`src/logic/txdw_pkg.sv`:
```
// Package for the transmit descriptor word 0 control block.
// Assumes descriptors are eight 32-bit words in system memory, word 0 first.
package txdw_pkg;

  // Words per descriptor and the byte stride between descriptors.
  localparam int unsigned DESC_WORDS = 8;
  localparam logic [31:0] DESC_STRIDE = 32'h0000_0020;

  // Word 0 field positions.
  localparam int unsigned OWN_BIT = 31;
  localparam int unsigned IOC_BIT = 30;
  localparam int unsigned LAST_BIT = 29;
  localparam int unsigned FIRST_BIT = 28;
  localparam int unsigned CRC_DIS_BIT = 27;
  localparam int unsigned PAD_DIS_BIT = 26;
  localparam int unsigned TS_EN_BIT = 25;
  localparam int unsigned CRC_REP_BIT = 24;
  localparam int unsigned CSUM_HI = 23;
  localparam int unsigned CSUM_LO = 22;
  localparam int unsigned RING_END_BIT = 21;
  localparam int unsigned CHAIN_BIT = 20;
  localparam int unsigned VLAN_HI = 19;
  localparam int unsigned VLAN_LO = 18;
  localparam int unsigned TS_CAPT_BIT = 17;

  // Word 1 buffer size fields.
  localparam int unsigned BUF1_HI = 12;
  localparam int unsigned BUF1_LO = 0;
  localparam int unsigned BUF2_HI = 28;
  localparam int unsigned BUF2_LO = 16;

  // Shortest frame before padding, in bytes.
  localparam logic [15:0] MIN_FRAME_BYTES = 16'h0040;

  // Checksum offload modes.
  typedef enum logic [1:0] {
    TXDW_CSUM_OFF = 2'h0,
    TXDW_CSUM_HDR = 2'h1,
    TXDW_CSUM_NOPSEUDO = 2'h2,
    TXDW_CSUM_FULL = 2'h3
  } txdw_csum_t;

  // VLAN tag actions.
  typedef enum logic [1:0] {
    TXDW_VLAN_NONE = 2'h0,
    TXDW_VLAN_STRIP = 2'h1,
    TXDW_VLAN_INSERT = 2'h2,
    TXDW_VLAN_REPLACE = 2'h3
  } txdw_vlan_t;

endpackage

```
`src/logic/txdw_desc_mem.sv`:
```
// Small register store holding the eight words of the current descriptor.
// Assumes one writer and one reader on the same clock.
`timescale 1ns/1ps
module txdw_desc_mem (
  input wire logic clk,
  input wire logic rst,
  input wire logic wr_en,
  input wire logic [2:0] wr_idx,
  input wire logic [31:0] wr_data,
  input wire logic [2:0] rd_idx,
  output logic [31:0] rd_data
);

  // Storage for one whole descriptor.
  logic [31:0] mem [0:7];

  // Writes land in the addressed word.
  always_ff @(posedge clk) begin
    if (wr_en) begin
      mem[wr_idx] <= wr_data;
    end
  end

  // Read data come out of a register one cycle after the index.
  always_ff @(posedge clk) begin
    if (rst) begin
      rd_data <= 32'h0000_0000;
    end else begin
      rd_data <= mem[rd_idx];
    end
  end

endmodule // txdw_desc_mem

```
`src/logic/txdw_ctrl.sv`:
```
// Transmit descriptor word 0 interpreter: fetches descriptors, drives per-frame MAC controls,
// and writes word 0 back with ownership cleared. Assumes a simple one-word memory port
// whose read data arrive one cycle after the request, and a MAC that pulses SEG_DONE.
`timescale 1ns/1ps
module txdw_ctrl (
  input wire logic CLOCK,
  input wire logic RST,
  input wire logic START,
  input wire logic [31:0] LIST_BASE,
  output logic MEM_RD,
  output logic MEM_WR,
  output logic [31:0] MEM_ADDR,
  output logic [31:0] MEM_WDATA,
  input wire logic [31:0] MEM_RDATA,
  output logic FRAME_START,
  output logic [31:0] BUF1_ADDR,
  output logic [31:0] BUF2_ADDR,
  output logic [12:0] BUF1_SIZE,
  output logic [12:0] BUF2_SIZE,
  output logic SEG_FIRST,
  output logic SEG_LAST,
  output logic CRC_APPEND,
  output logic CRC_REPLACE,
  output logic PAD_ENABLE,
  output logic TS_ENABLE,
  output logic [1:0] CSUM_MODE,
  output logic [1:0] VLAN_ACTION,
  input wire logic SEG_DONE,
  input wire logic TS_VALID,
  output logic TX_INTERRUPT,
  output logic IDLE_SUSPENDED,
  output logic SIZE_ERROR
);

  // Fetch and write-back sequence.
  // Encodings are left to the tools; nothing outside sees the state.
  typedef enum logic [2:0] {
    TXDW_IDLE,
    TXDW_FETCH,
    TXDW_WAIT,
    TXDW_CHECK,
    TXDW_SEND,
    TXDW_CLOSE,
    TXDW_NEXT
  } txdw_state_t;

  txdw_state_t state; // Current sequence step.
  logic [31:0] desc_addr; // Byte address of the current descriptor.
  logic [2:0] word_idx; // Word being fetched.
  logic [2:0] store_idx; // Word whose read data arrive now.
  logic rd_pending; // A read result arrives this cycle.
  logic [31:0] rd_word; // Descriptor word read back from the store.
  logic [31:0] word0; // Word 0 captured for decoding.
  logic [31:0] word1; // Word 1 captured for sizes.
  logic [31:0] word2; // Buffer one address.
  logic [31:0] word3; // Buffer two or next descriptor address.
  logic ts_seen; // A timestamp was captured for this frame.

  // Extracts a two-bit field from word 0.
  // Shared by the checksum and VLAN decodes, which sit at different offsets.
  function automatic logic [1:0] field2(input logic [31:0] w, input int unsigned lo);
    field2 = w[lo +: 2];
  endfunction

  // The store keeps all eight words so the chaining address can be reread.
  // Its read port is parked on word 3, so the next-descriptor pointer is always
  // waiting in its output register when the sequence reaches the advance step.
  txdw_desc_mem u_mem (
    .clk(CLOCK),
    .rst(RST),
    .wr_en(rd_pending),
    .wr_idx(store_idx),
    .wr_data(MEM_RDATA),
    .rd_idx(3'h3),
    .rd_data(rd_word)
  );

  // Main sequence: fetch eight words, check ownership, run, write back, advance.
  // START is a level; holding it high simply restarts the ring after each stop.
  always_ff @(posedge CLOCK) begin
    if (RST) begin
      // Reset leaves the engine idle until software starts it.
      state <= TXDW_IDLE;
      word_idx <= 3'h0;
    end else begin
      case (state)
        TXDW_IDLE: begin
          // Software kicks the engine after handing over descriptors.
          if (START) begin
            // The first read goes out in the next cycle.
            state <= TXDW_FETCH;
            word_idx <= 3'h0;
          end
        end
        TXDW_FETCH: begin
          // All eight words are read even though only four are used.
          word_idx <= word_idx + 3'h1;
          // The index wraps to zero by itself after word 7.
          if (word_idx == 3'h7) begin
            state <= TXDW_WAIT;
          end
        end
        TXDW_WAIT: begin
          // The last read result is still in flight; one spare cycle lets it land.
          state <= TXDW_CHECK;
        end
        TXDW_CHECK: begin
          // A host-owned descriptor stops the engine untouched.
          // The engine then waits for a fresh start rather than polling the ring,
          // which saves memory traffic at the cost of a software kick.
          if (!word0[txdw_pkg::OWN_BIT]) begin
            state <= TXDW_IDLE;
          end else begin
            // Owned: the segment is handed to the MAC.
            state <= TXDW_SEND;
          end
        end
        TXDW_SEND: begin
          // The MAC reports when the buffers of this descriptor are consumed.
          if (SEG_DONE) begin
            state <= TXDW_CLOSE;
          end
        end
        TXDW_CLOSE: begin
          // Word 0 goes back to memory in this cycle.
          state <= TXDW_NEXT;
        end
        TXDW_NEXT: begin
          // The address logic moves to the next descriptor on this edge.
          state <= TXDW_FETCH;
          word_idx <= 3'h0;
        end
        default: begin
          // Unused encodings fall back to a safe idle.
          state <= TXDW_IDLE;
        end
      endcase
    end
  end

  // Read data of the memory port arrive one cycle after each request.
  always_ff @(posedge CLOCK) begin
    if (RST) begin
      rd_pending <= 1'b0;
      store_idx <= 3'h0;
    end else begin
      // Only fetch cycles launch reads, so only they produce results.
      rd_pending <= (state == TXDW_FETCH);
      // The index travels along with the result that it names.
      store_idx <= word_idx;
    end
  end

  // Capture the words that steer this block as they arrive.
  // Only the first four words matter here; the rest pass through the store alone.
  always_ff @(posedge CLOCK) begin
    if (RST) begin
      // Cleared words read as host-owned, so nothing starts by accident.
      word0 <= 32'h0000_0000;
      word1 <= 32'h0000_0000;
      word2 <= 32'h0000_0000;
      word3 <= 32'h0000_0000;
    end else if (rd_pending) begin
      case (store_idx)
        3'h0: word0 <= MEM_RDATA;
        3'h1: word1 <= MEM_RDATA;
        3'h2: word2 <= MEM_RDATA;
        3'h3: word3 <= MEM_RDATA;
        default: begin
          // Words 4 to 7 carry nothing that this block decodes.
        end
      endcase
    end
  end

  // Next descriptor address: ring end wins, then chaining, else contiguous.
  always_ff @(posedge CLOCK) begin
    if (RST) begin
      desc_addr <= 32'h0000_0000;
    end else if (state == TXDW_IDLE && START) begin
      // Every start begins again at the list base.
      desc_addr <= LIST_BASE;
    end else if (state == TXDW_NEXT) begin
      if (word0[txdw_pkg::RING_END_BIT]) begin
        desc_addr <= LIST_BASE;
      end else if (word0[txdw_pkg::CHAIN_BIT]) begin
        // Word 3 held in the descriptor store is the next pointer.
        desc_addr <= rd_word;
      end else begin
        // Without either bit the next descriptor follows this one directly.
        desc_addr <= desc_addr + txdw_pkg::DESC_STRIDE;
      end
    end
  end

  // Memory port: reads during fetch, one write of word 0 when closing.
  always_comb begin
    // The strobes come from exclusive states, so they are never high together.
    MEM_RD = (state == TXDW_FETCH);
    MEM_WR = (state == TXDW_CLOSE);
    if (state == TXDW_FETCH) begin
      // Word addresses step by four bytes across the descriptor.
      MEM_ADDR = desc_addr + {27'h0, word_idx, 2'h0};
    end else begin
      // Outside fetch the address names word 0 for the write-back.
      MEM_ADDR = desc_addr;
    end
  end

  // Write-back word: ownership returned to the host, timestamp status on last segment.
  always_comb begin
    // Every other control bit goes back exactly as the host wrote it.
    MEM_WDATA = word0;
    MEM_WDATA[txdw_pkg::OWN_BIT] = 1'b0;
    // Bit 17 is status, so whatever the host left there is overwritten.
    MEM_WDATA[txdw_pkg::TS_CAPT_BIT] = word0[txdw_pkg::LAST_BIT] & (ts_seen | TS_VALID);
  end

  // Timestamp capture is remembered until the frame's last segment closes.
  always_ff @(posedge CLOCK) begin
    if (RST) begin
      ts_seen <= 1'b0;
    end else if (state == TXDW_CLOSE && word0[txdw_pkg::LAST_BIT]) begin
      // Set wins: a capture landing in the closing cycle is not lost.
      ts_seen <= TS_VALID;
    end else if (TS_VALID) begin
      // A capture during any segment of the frame is remembered.
      ts_seen <= 1'b1;
    end
  end

  // Per-frame options are latched only from a first-segment descriptor, so middle
  // segments cannot change a frame already under way.
  always_ff @(posedge CLOCK) begin
    if (RST) begin
      // Out of reset the MAC appends a CRC and pads, the safest framing.
      CRC_APPEND <= 1'b1;
      CRC_REPLACE <= 1'b0;
      PAD_ENABLE <= 1'b1;
      TS_ENABLE <= 1'b0;
      CSUM_MODE <= txdw_pkg::TXDW_CSUM_OFF;
      VLAN_ACTION <= txdw_pkg::TXDW_VLAN_NONE;
    end else if (state == TXDW_CHECK && word0[txdw_pkg::OWN_BIT] && word0[txdw_pkg::FIRST_BIT]) begin
      // Padding forces a CRC whatever the disable bit says; VLAN edits force one too.
      CRC_APPEND <= !word0[txdw_pkg::CRC_DIS_BIT] || !word0[txdw_pkg::PAD_DIS_BIT]
        || (field2(word0, txdw_pkg::VLAN_LO) != txdw_pkg::TXDW_VLAN_NONE);
      // Replacement applies only with append disabled, and to any retagged frame.
      CRC_REPLACE <= (word0[txdw_pkg::CRC_REP_BIT] && word0[txdw_pkg::CRC_DIS_BIT])
        || (field2(word0, txdw_pkg::VLAN_LO) != txdw_pkg::TXDW_VLAN_NONE);
      PAD_ENABLE <= !word0[txdw_pkg::PAD_DIS_BIT];
      TS_ENABLE <= word0[txdw_pkg::TS_EN_BIT];
      CSUM_MODE <= field2(word0, txdw_pkg::CSUM_LO);
      // Values 01 strip, 10 insert, 11 replace the programmed tag.
      VLAN_ACTION <= field2(word0, txdw_pkg::VLAN_LO);
    end
    // Middle and last segments fall through and keep the options of their frame.
  end

  // Segment information handed to the MAC for every owned descriptor.
  always_ff @(posedge CLOCK) begin
    if (RST) begin
      FRAME_START <= 1'b0;
      SEG_FIRST <= 1'b0;
      SEG_LAST <= 1'b0;
      BUF1_ADDR <= 32'h0000_0000;
      BUF2_ADDR <= 32'h0000_0000;
      BUF1_SIZE <= 13'h0000;
      BUF2_SIZE <= 13'h0000;
    end else begin
      // One pulse per owned descriptor, in the cycle after the check.
      FRAME_START <= (state == TXDW_CHECK) && word0[txdw_pkg::OWN_BIT];
      if (state == TXDW_CHECK) begin
        // Segment fields follow every descriptor, not only first segments.
        SEG_FIRST <= word0[txdw_pkg::FIRST_BIT];
        SEG_LAST <= word0[txdw_pkg::LAST_BIT];
        BUF1_ADDR <= word2;
        BUF1_SIZE <= word1[txdw_pkg::BUF1_HI:txdw_pkg::BUF1_LO];
        // A chained descriptor carries no second buffer; its size is ignored.
        if (word0[txdw_pkg::CHAIN_BIT]) begin
          BUF2_ADDR <= 32'h0000_0000;
          BUF2_SIZE <= 13'h0000;
        end else begin
          BUF2_ADDR <= word3;
          BUF2_SIZE <= word1[txdw_pkg::BUF2_HI:txdw_pkg::BUF2_LO];
        end
      end
    end
  end

  // A last segment with both sizes zero is flagged; the engine still closes it.
  // The flag does not stop the transfer; software has to look at it itself.
  always_ff @(posedge CLOCK) begin
    // It stands until the next owned descriptor is checked.
    if (RST) begin
      SIZE_ERROR <= 1'b0;
    end else if (state == TXDW_CHECK && word0[txdw_pkg::OWN_BIT]) begin
      SIZE_ERROR <= word0[txdw_pkg::LAST_BIT]
        && (word1[txdw_pkg::BUF1_HI:txdw_pkg::BUF1_LO] == 13'h0000)
        && (word1[txdw_pkg::BUF2_HI:txdw_pkg::BUF2_LO] == 13'h0000);
    end
  end

  // Completion pulse toward status bit 0, only from a last-segment descriptor.
  // Middle segments never interrupt, even with the completion bit set.
  always_ff @(posedge CLOCK) begin
    // One cycle long; the status register outside holds the bit.
    if (RST) begin
      TX_INTERRUPT <= 1'b0;
    end else begin
      TX_INTERRUPT <= (state == TXDW_CLOSE) && word0[txdw_pkg::IOC_BIT] && word0[txdw_pkg::LAST_BIT];
    end
  end

  // Suspended when the engine waits for the host.
  // It drops while a descriptor is fetched, sent or written back.
  always_ff @(posedge CLOCK) begin
    if (RST) begin
      IDLE_SUSPENDED <= 1'b1;
    end else begin
      IDLE_SUSPENDED <= (state == TXDW_IDLE);
    end
  end

endmodule // txdw_ctrl

```
`config.mk`:
```
export PLATFORM = sky130hd
export DESIGN_NAME = txdw_ctrl
export DESIGN_NICKNAME = d
export VERILOG_FILES = /design/src/logic/txdw_pkg.sv /design/src/logic/txdw_desc_mem.sv /design/src/logic/txdw_ctrl.sv
export SDC_FILE = /design/constraint.sdc
export NUM_CORES = 1
export LEC_CHECK = 0
export BUFFER_PORTS_ARGS = -buffer_cell sky130_fd_sc_hd__buf_2
export CAP_MARGIN = 10
export CORE_MARGIN = 1.5
export CORE_UTILIZATION = 54
export CTS_BUF_LIST = sky130_fd_sc_hd__clkbuf_16
export CTS_CLUSTER_SIZE = 40
export DETAILED_ROUTE_END_ITERATION = 16
export GPL_TIMING_DRIVEN = 0
export MAX_ROUTING_LAYER = met4
export PLACE_DENSITY = 0.8
export RECOVER_POWER = 50
export SYNTH_ARGS = -nofsm -noshare
export SYNTH_HDL_FRONTEND = slang
export SYNTH_HIERARCHICAL = 1
export SYNTH_SLANG_ARGS = --single-unit
```
`constraint.sdc`:
```
create_clock -name CLOCK -period 3.15 [get_ports CLOCK]
set_input_delay 0.1575 -clock CLOCK [delete_from_list [all_inputs] [get_ports CLOCK]]
set_output_delay 0.1575 -clock CLOCK [all_outputs]
set_load 0.02 [all_outputs]
```
==> metrics.yaml <==
placed_design:
  numPlacedInstances: 2705
  port_buffers: 237
  routability_driven_placement_congestion_ratio: 0.916
  dp.final_hpwl_um: 45200
worst_setup_path:
  regToRegEndpoint: "desc_addr[5]"
  top_delay_family_on_crit_path: "simple AND/OR/NAND/NOR gates"
  cp_data_arrival_time_ns: 2.89
  critPathMaxFanout: 7
  cp-end-kind: "output port"
  critPathLaunchType: "flip-flop"
  rr_worst_depth: 8
  crit_start: "desc_addr[2]"
  critical_path.endpoint: "MEM_ADDR[28]"
  slowest_library_cell_on_the_worst_path: "sky130_fd_sc_hd__or4b_4"
  worst_path_most_repeated_cell: "sky130_fd_sc_hd__buf_4"
  path_buf_inv: 2
  critical_path.cell_chain: "ha_4 -> fa_2 -> a21o_1 -> or4b_4 -> nor4_4 -> buf_4 -> nand4_1 -> xnor2_1 -> buf_4"
  required_ns: 2.99
  ff_to_ff_start: "state[0]"
  critPathMaxStageDelay_ns: 0.55
  regToRegSetupSlack_ns: 0.28
  worstSetupPathDepth: 9
  path_class: "flip-flop to output port"
pwr:
  leakagePower_nw: 9.37
  power_density_nw_per_um2: 579
  finalPower_mw: 15.2
  irDropWorstVdd_v: 0.000573
timing:
  fin_worst_skew_ns: 0.0320
  setup_violators_final: 0
  worstMarginPinSlew_ns: 1.98
  maxSlewViolCount: 92
  final_clock_period_utilization_by_the_worst_path: 0.969
  worst_slew_margin_rel: -0.326
  achievable-frequency_mhz: 328
  finalWorstPathRequiredPeriod_ns: 3.05
  grt_setup_unrepaired: "true"
  hold_viol_final: 0
grt:
  gr-usage-met2: 0.521
  grt_pass1_vias: 17000
  grt_use_met1: 0.398
  globalRoute.busiestLayer: "met2"
  grt-ovfl-total: 0
  antenna_violations_before_repair: 1
  global_route.usage.met3: 0.0663
  grt_start_max_net_pins: 19
  grt_first_pass_wirelength_um: 98300
  grtUsageTotal: 0.325
synth:
  ys_async_sr_fraction: 0
  netlist.top_cell.by_area: "sky130_fd_sc_hd__edfxtp_1"
  synth_edf_count: 256
  post-synth-top-area-fraction: 0.351
  synth-warning-count: 6
  synthesis.area_per_instance_um2: 11.3
  ys_ff_latch: 556
  postSynth.topFlopCell: "sky130_fd_sc_hd__dfxtp_1"
  synth_area_um2: 21900
  yosys.cell_types.count: 67
  postSynthCellCount: 1931
  synth_top_cells_by_area: "sky130_fd_sc_hd__edfxtp_1, sky130_fd_sc_hd__dfxtp_1, sky130_fd_sc_hd__nand2_1, sky130_fd_sc_hd__mux4_2, sky130_fd_sc_hd__a21oi_1"
  yosysSeqAreaShare: 0.626
run:
  max_cap_violations: 6
clock_tree:
  ctsLongestPathBuffers: 3
  htree_num_levels: 2
  clock_sinks: 556
  tritoncts_clock_tree: "yes"
  cts_root_buffer: "sky130_fd_sc_hd__clkbuf_16"
  cts_inserted_buffers: 54
  path_clk_slew_ns: 0.07
  insertion_delay_ns: 0.62
floorplanning:
  floorplan.die.width_um: 204
  floorplan.initialDensity: 0.549
  die_y_um: 204
  pin_count: 239
  floorplan.core_area_um2: 39800
  die_area_um2: 41700
  num_rows: 73
drt:
  detail-route-antenna-nets: 0
  detailedRoute.firstPassIterationCount: 9
  wirelength_um: 66000
  avgRoutedWirePerCell_um: 22.9
  num_vias: 17000
  route.detailed.vias_per_inst: 5.90
  detail_route.drc_violations: 0
  drt-initial-drc-count: 1885
final_layout:
  finalCoreUtilization: 0.659
  drive_gt1_frac: 0.135
  instances_no_fill: 2882
  syn_to_final_growth_pct: 20.0
  net_total_in_the_final_layout: 2386
status:
  violations: "capacitance limit, slew limit"
  outcome: "finished with violations"
min_path:
  hold_class: "input pin to flip-flop"
-- worst register-to-register path, stage by stage (launching register included) --
cell and delay [ns]:
sky130_fd_sc_hd__dfxtp_1 0.31, sky130_fd_sc_hd__buf_6 0.12, sky130_fd_sc_hd__buf_4 0.13, sky130_fd_sc_hd__nor4b_2 0.65, sky130_fd_sc_hd__a31o_2 0.26, sky130_fd_sc_hd__clkbuf_1 0.44, sky130_fd_sc_hd__buf_1 0.55, sky130_fd_sc_hd__a21oi_1 0.14
sky130_fd_sc_hd__nor3_1 0.18
-- routing by layer --
metal | up-vias | part of all wire
met2 | 1001 | 0.48
met3 | 211 | 0.10
met4 | 0 | 0.043
li1 | 7573 | -
met1 | 8229 | 0.37
met5 | - | 0
-- power by group --
part	internal, mW	switching (mW)	total, mW	leakage [nW]
sequential	7.66	0.0940	7.76	4.74
combinational	0.438	0.741	1.18	3.73
clock	3.43	2.82	6.25	0.900
-- worst min-delay path by stage --
stage | cells after the start | end | slack [ns] | startpoint
finish | 4 | desc_addr[31] | 0.06 | LIST_BASE[31]
global route | 4 | desc_addr[31] | 0.06 | LIST_BASE[31]
CTS | 3 | word1[20] | 0.006 | MEM_RDATA[20]
detailed placement | 3 | ts_seen | 0.40 | TS_VALID
global placement | 3 | ts_seen | 0.38 | TS_VALID
floorplan | 1 | u_mem/rd_data[1] | 0.23 | RST
-- cell families after synthesis --
logic type | count (synthesis) | share of synthesized area
AO/OA/AOI/OAI | 338 | 0.0876
XOR/XNOR | 40 | 0.0160
adder cells (fa/ha/maj) | 8 | 0.00492
buffers and inverters | 181 | 0.0415
flip-flops | 556 | 0.626
multiplexers | 101 | 0.0833
other | 2 | 0.000343
AND/OR/NAND/NOR | 705 | 0.140
-- Yosys cell counts, drive strengths merged, types with 18 or more instances --
| library cell | count |
|---|---|
| a21oi | 244 |
| and3 | 53 |
| buf | 59 |
| clkbuf | 115 |
| dfxtp | 300 |
| edfxtp | 256 |
| mux2i | 35 |
| mux4 | 64 |
| nand2 | 396 |
| nand3 | 22 |
| nor2 | 141 |
| nor3 | 24 |
| o21ai | 18 |
| xor2 | 24 |
-- placed cells by master (no fill, tap or decap), drive strengths merged, types with 16 or more instances in the layout --
master and count:
nand3 22, xor2 24, edfxtp 256, o21ai 18
clkbuf 337, a21oi 244, nor2 141, a211oi 16
clkinv 28, nand2 396, inv 23, buf 145
dfxtp 300, mux4 64, dlygate4sd3 67, and3 53
xnor2 16, mux2i 35, nor3 24
-- state kept, by name (all words and copies together), names as in the netlist, 13 cells and up --
register / count
u_mem/mem: 256
BUF1_ADDR: 32
BUF2_ADDR: 32
desc_addr: 32
u_mem/rd_data: 32
word2: 32
word3: 32
word0: 31
word1: 26
BUF1_SIZE: 13
BUF2_SIZE: 13
-- per-stage QoR --
stage | hold WS, ns | instance area, um2 | setup slack (ns) | TNS, ns
final | 0.0617 | 26300 | 0.0978 | 0
after global routing | 0.0616 | 26200 | -0.0208 | -0.0208
after CTS | 0.00624 | 26400 | 0.00270 | 0
after detailed placement | 0.400 | 24000 | 0.0698 | 0
after global placement | 0.383 | 23700 | -1.70 | -115.25
after floorplan | 0.230 | 21900 | 0.0377 | 0
-- final cells by class --
| class | instances | area, um2 |
|---|---|---|
| antenna | 2 | 5.00 |
| buffer | 169 | 872 |
| clock buffer | 55 | 1380 |
| clock inverter | 47 | 320 |
| fill | 3022 | 13600 |
| inverter | 7 | 28.8 |
| multi-input combinational | 1196 | 7340 |
| sequential | 556 | 13700 |
| tap | 525 | 657 |
| timing repair buffer | 325 | 1950 |
-- repair_timing --
| action | CTS | global route |
|---|---|---|
| hold buffers | 66 | 1 |
| pin swaps | 7 | 5 |
| endpoints found under the setup margin | 21 | 11 |
| setup buffers | 5 | 6 |
| gates resized for setup | 19 | 14 |
| endpoints found under the hold margin | 399 | 6 |
| gates cloned | 0 | 0 |
(Power assumes the default switching activity.)
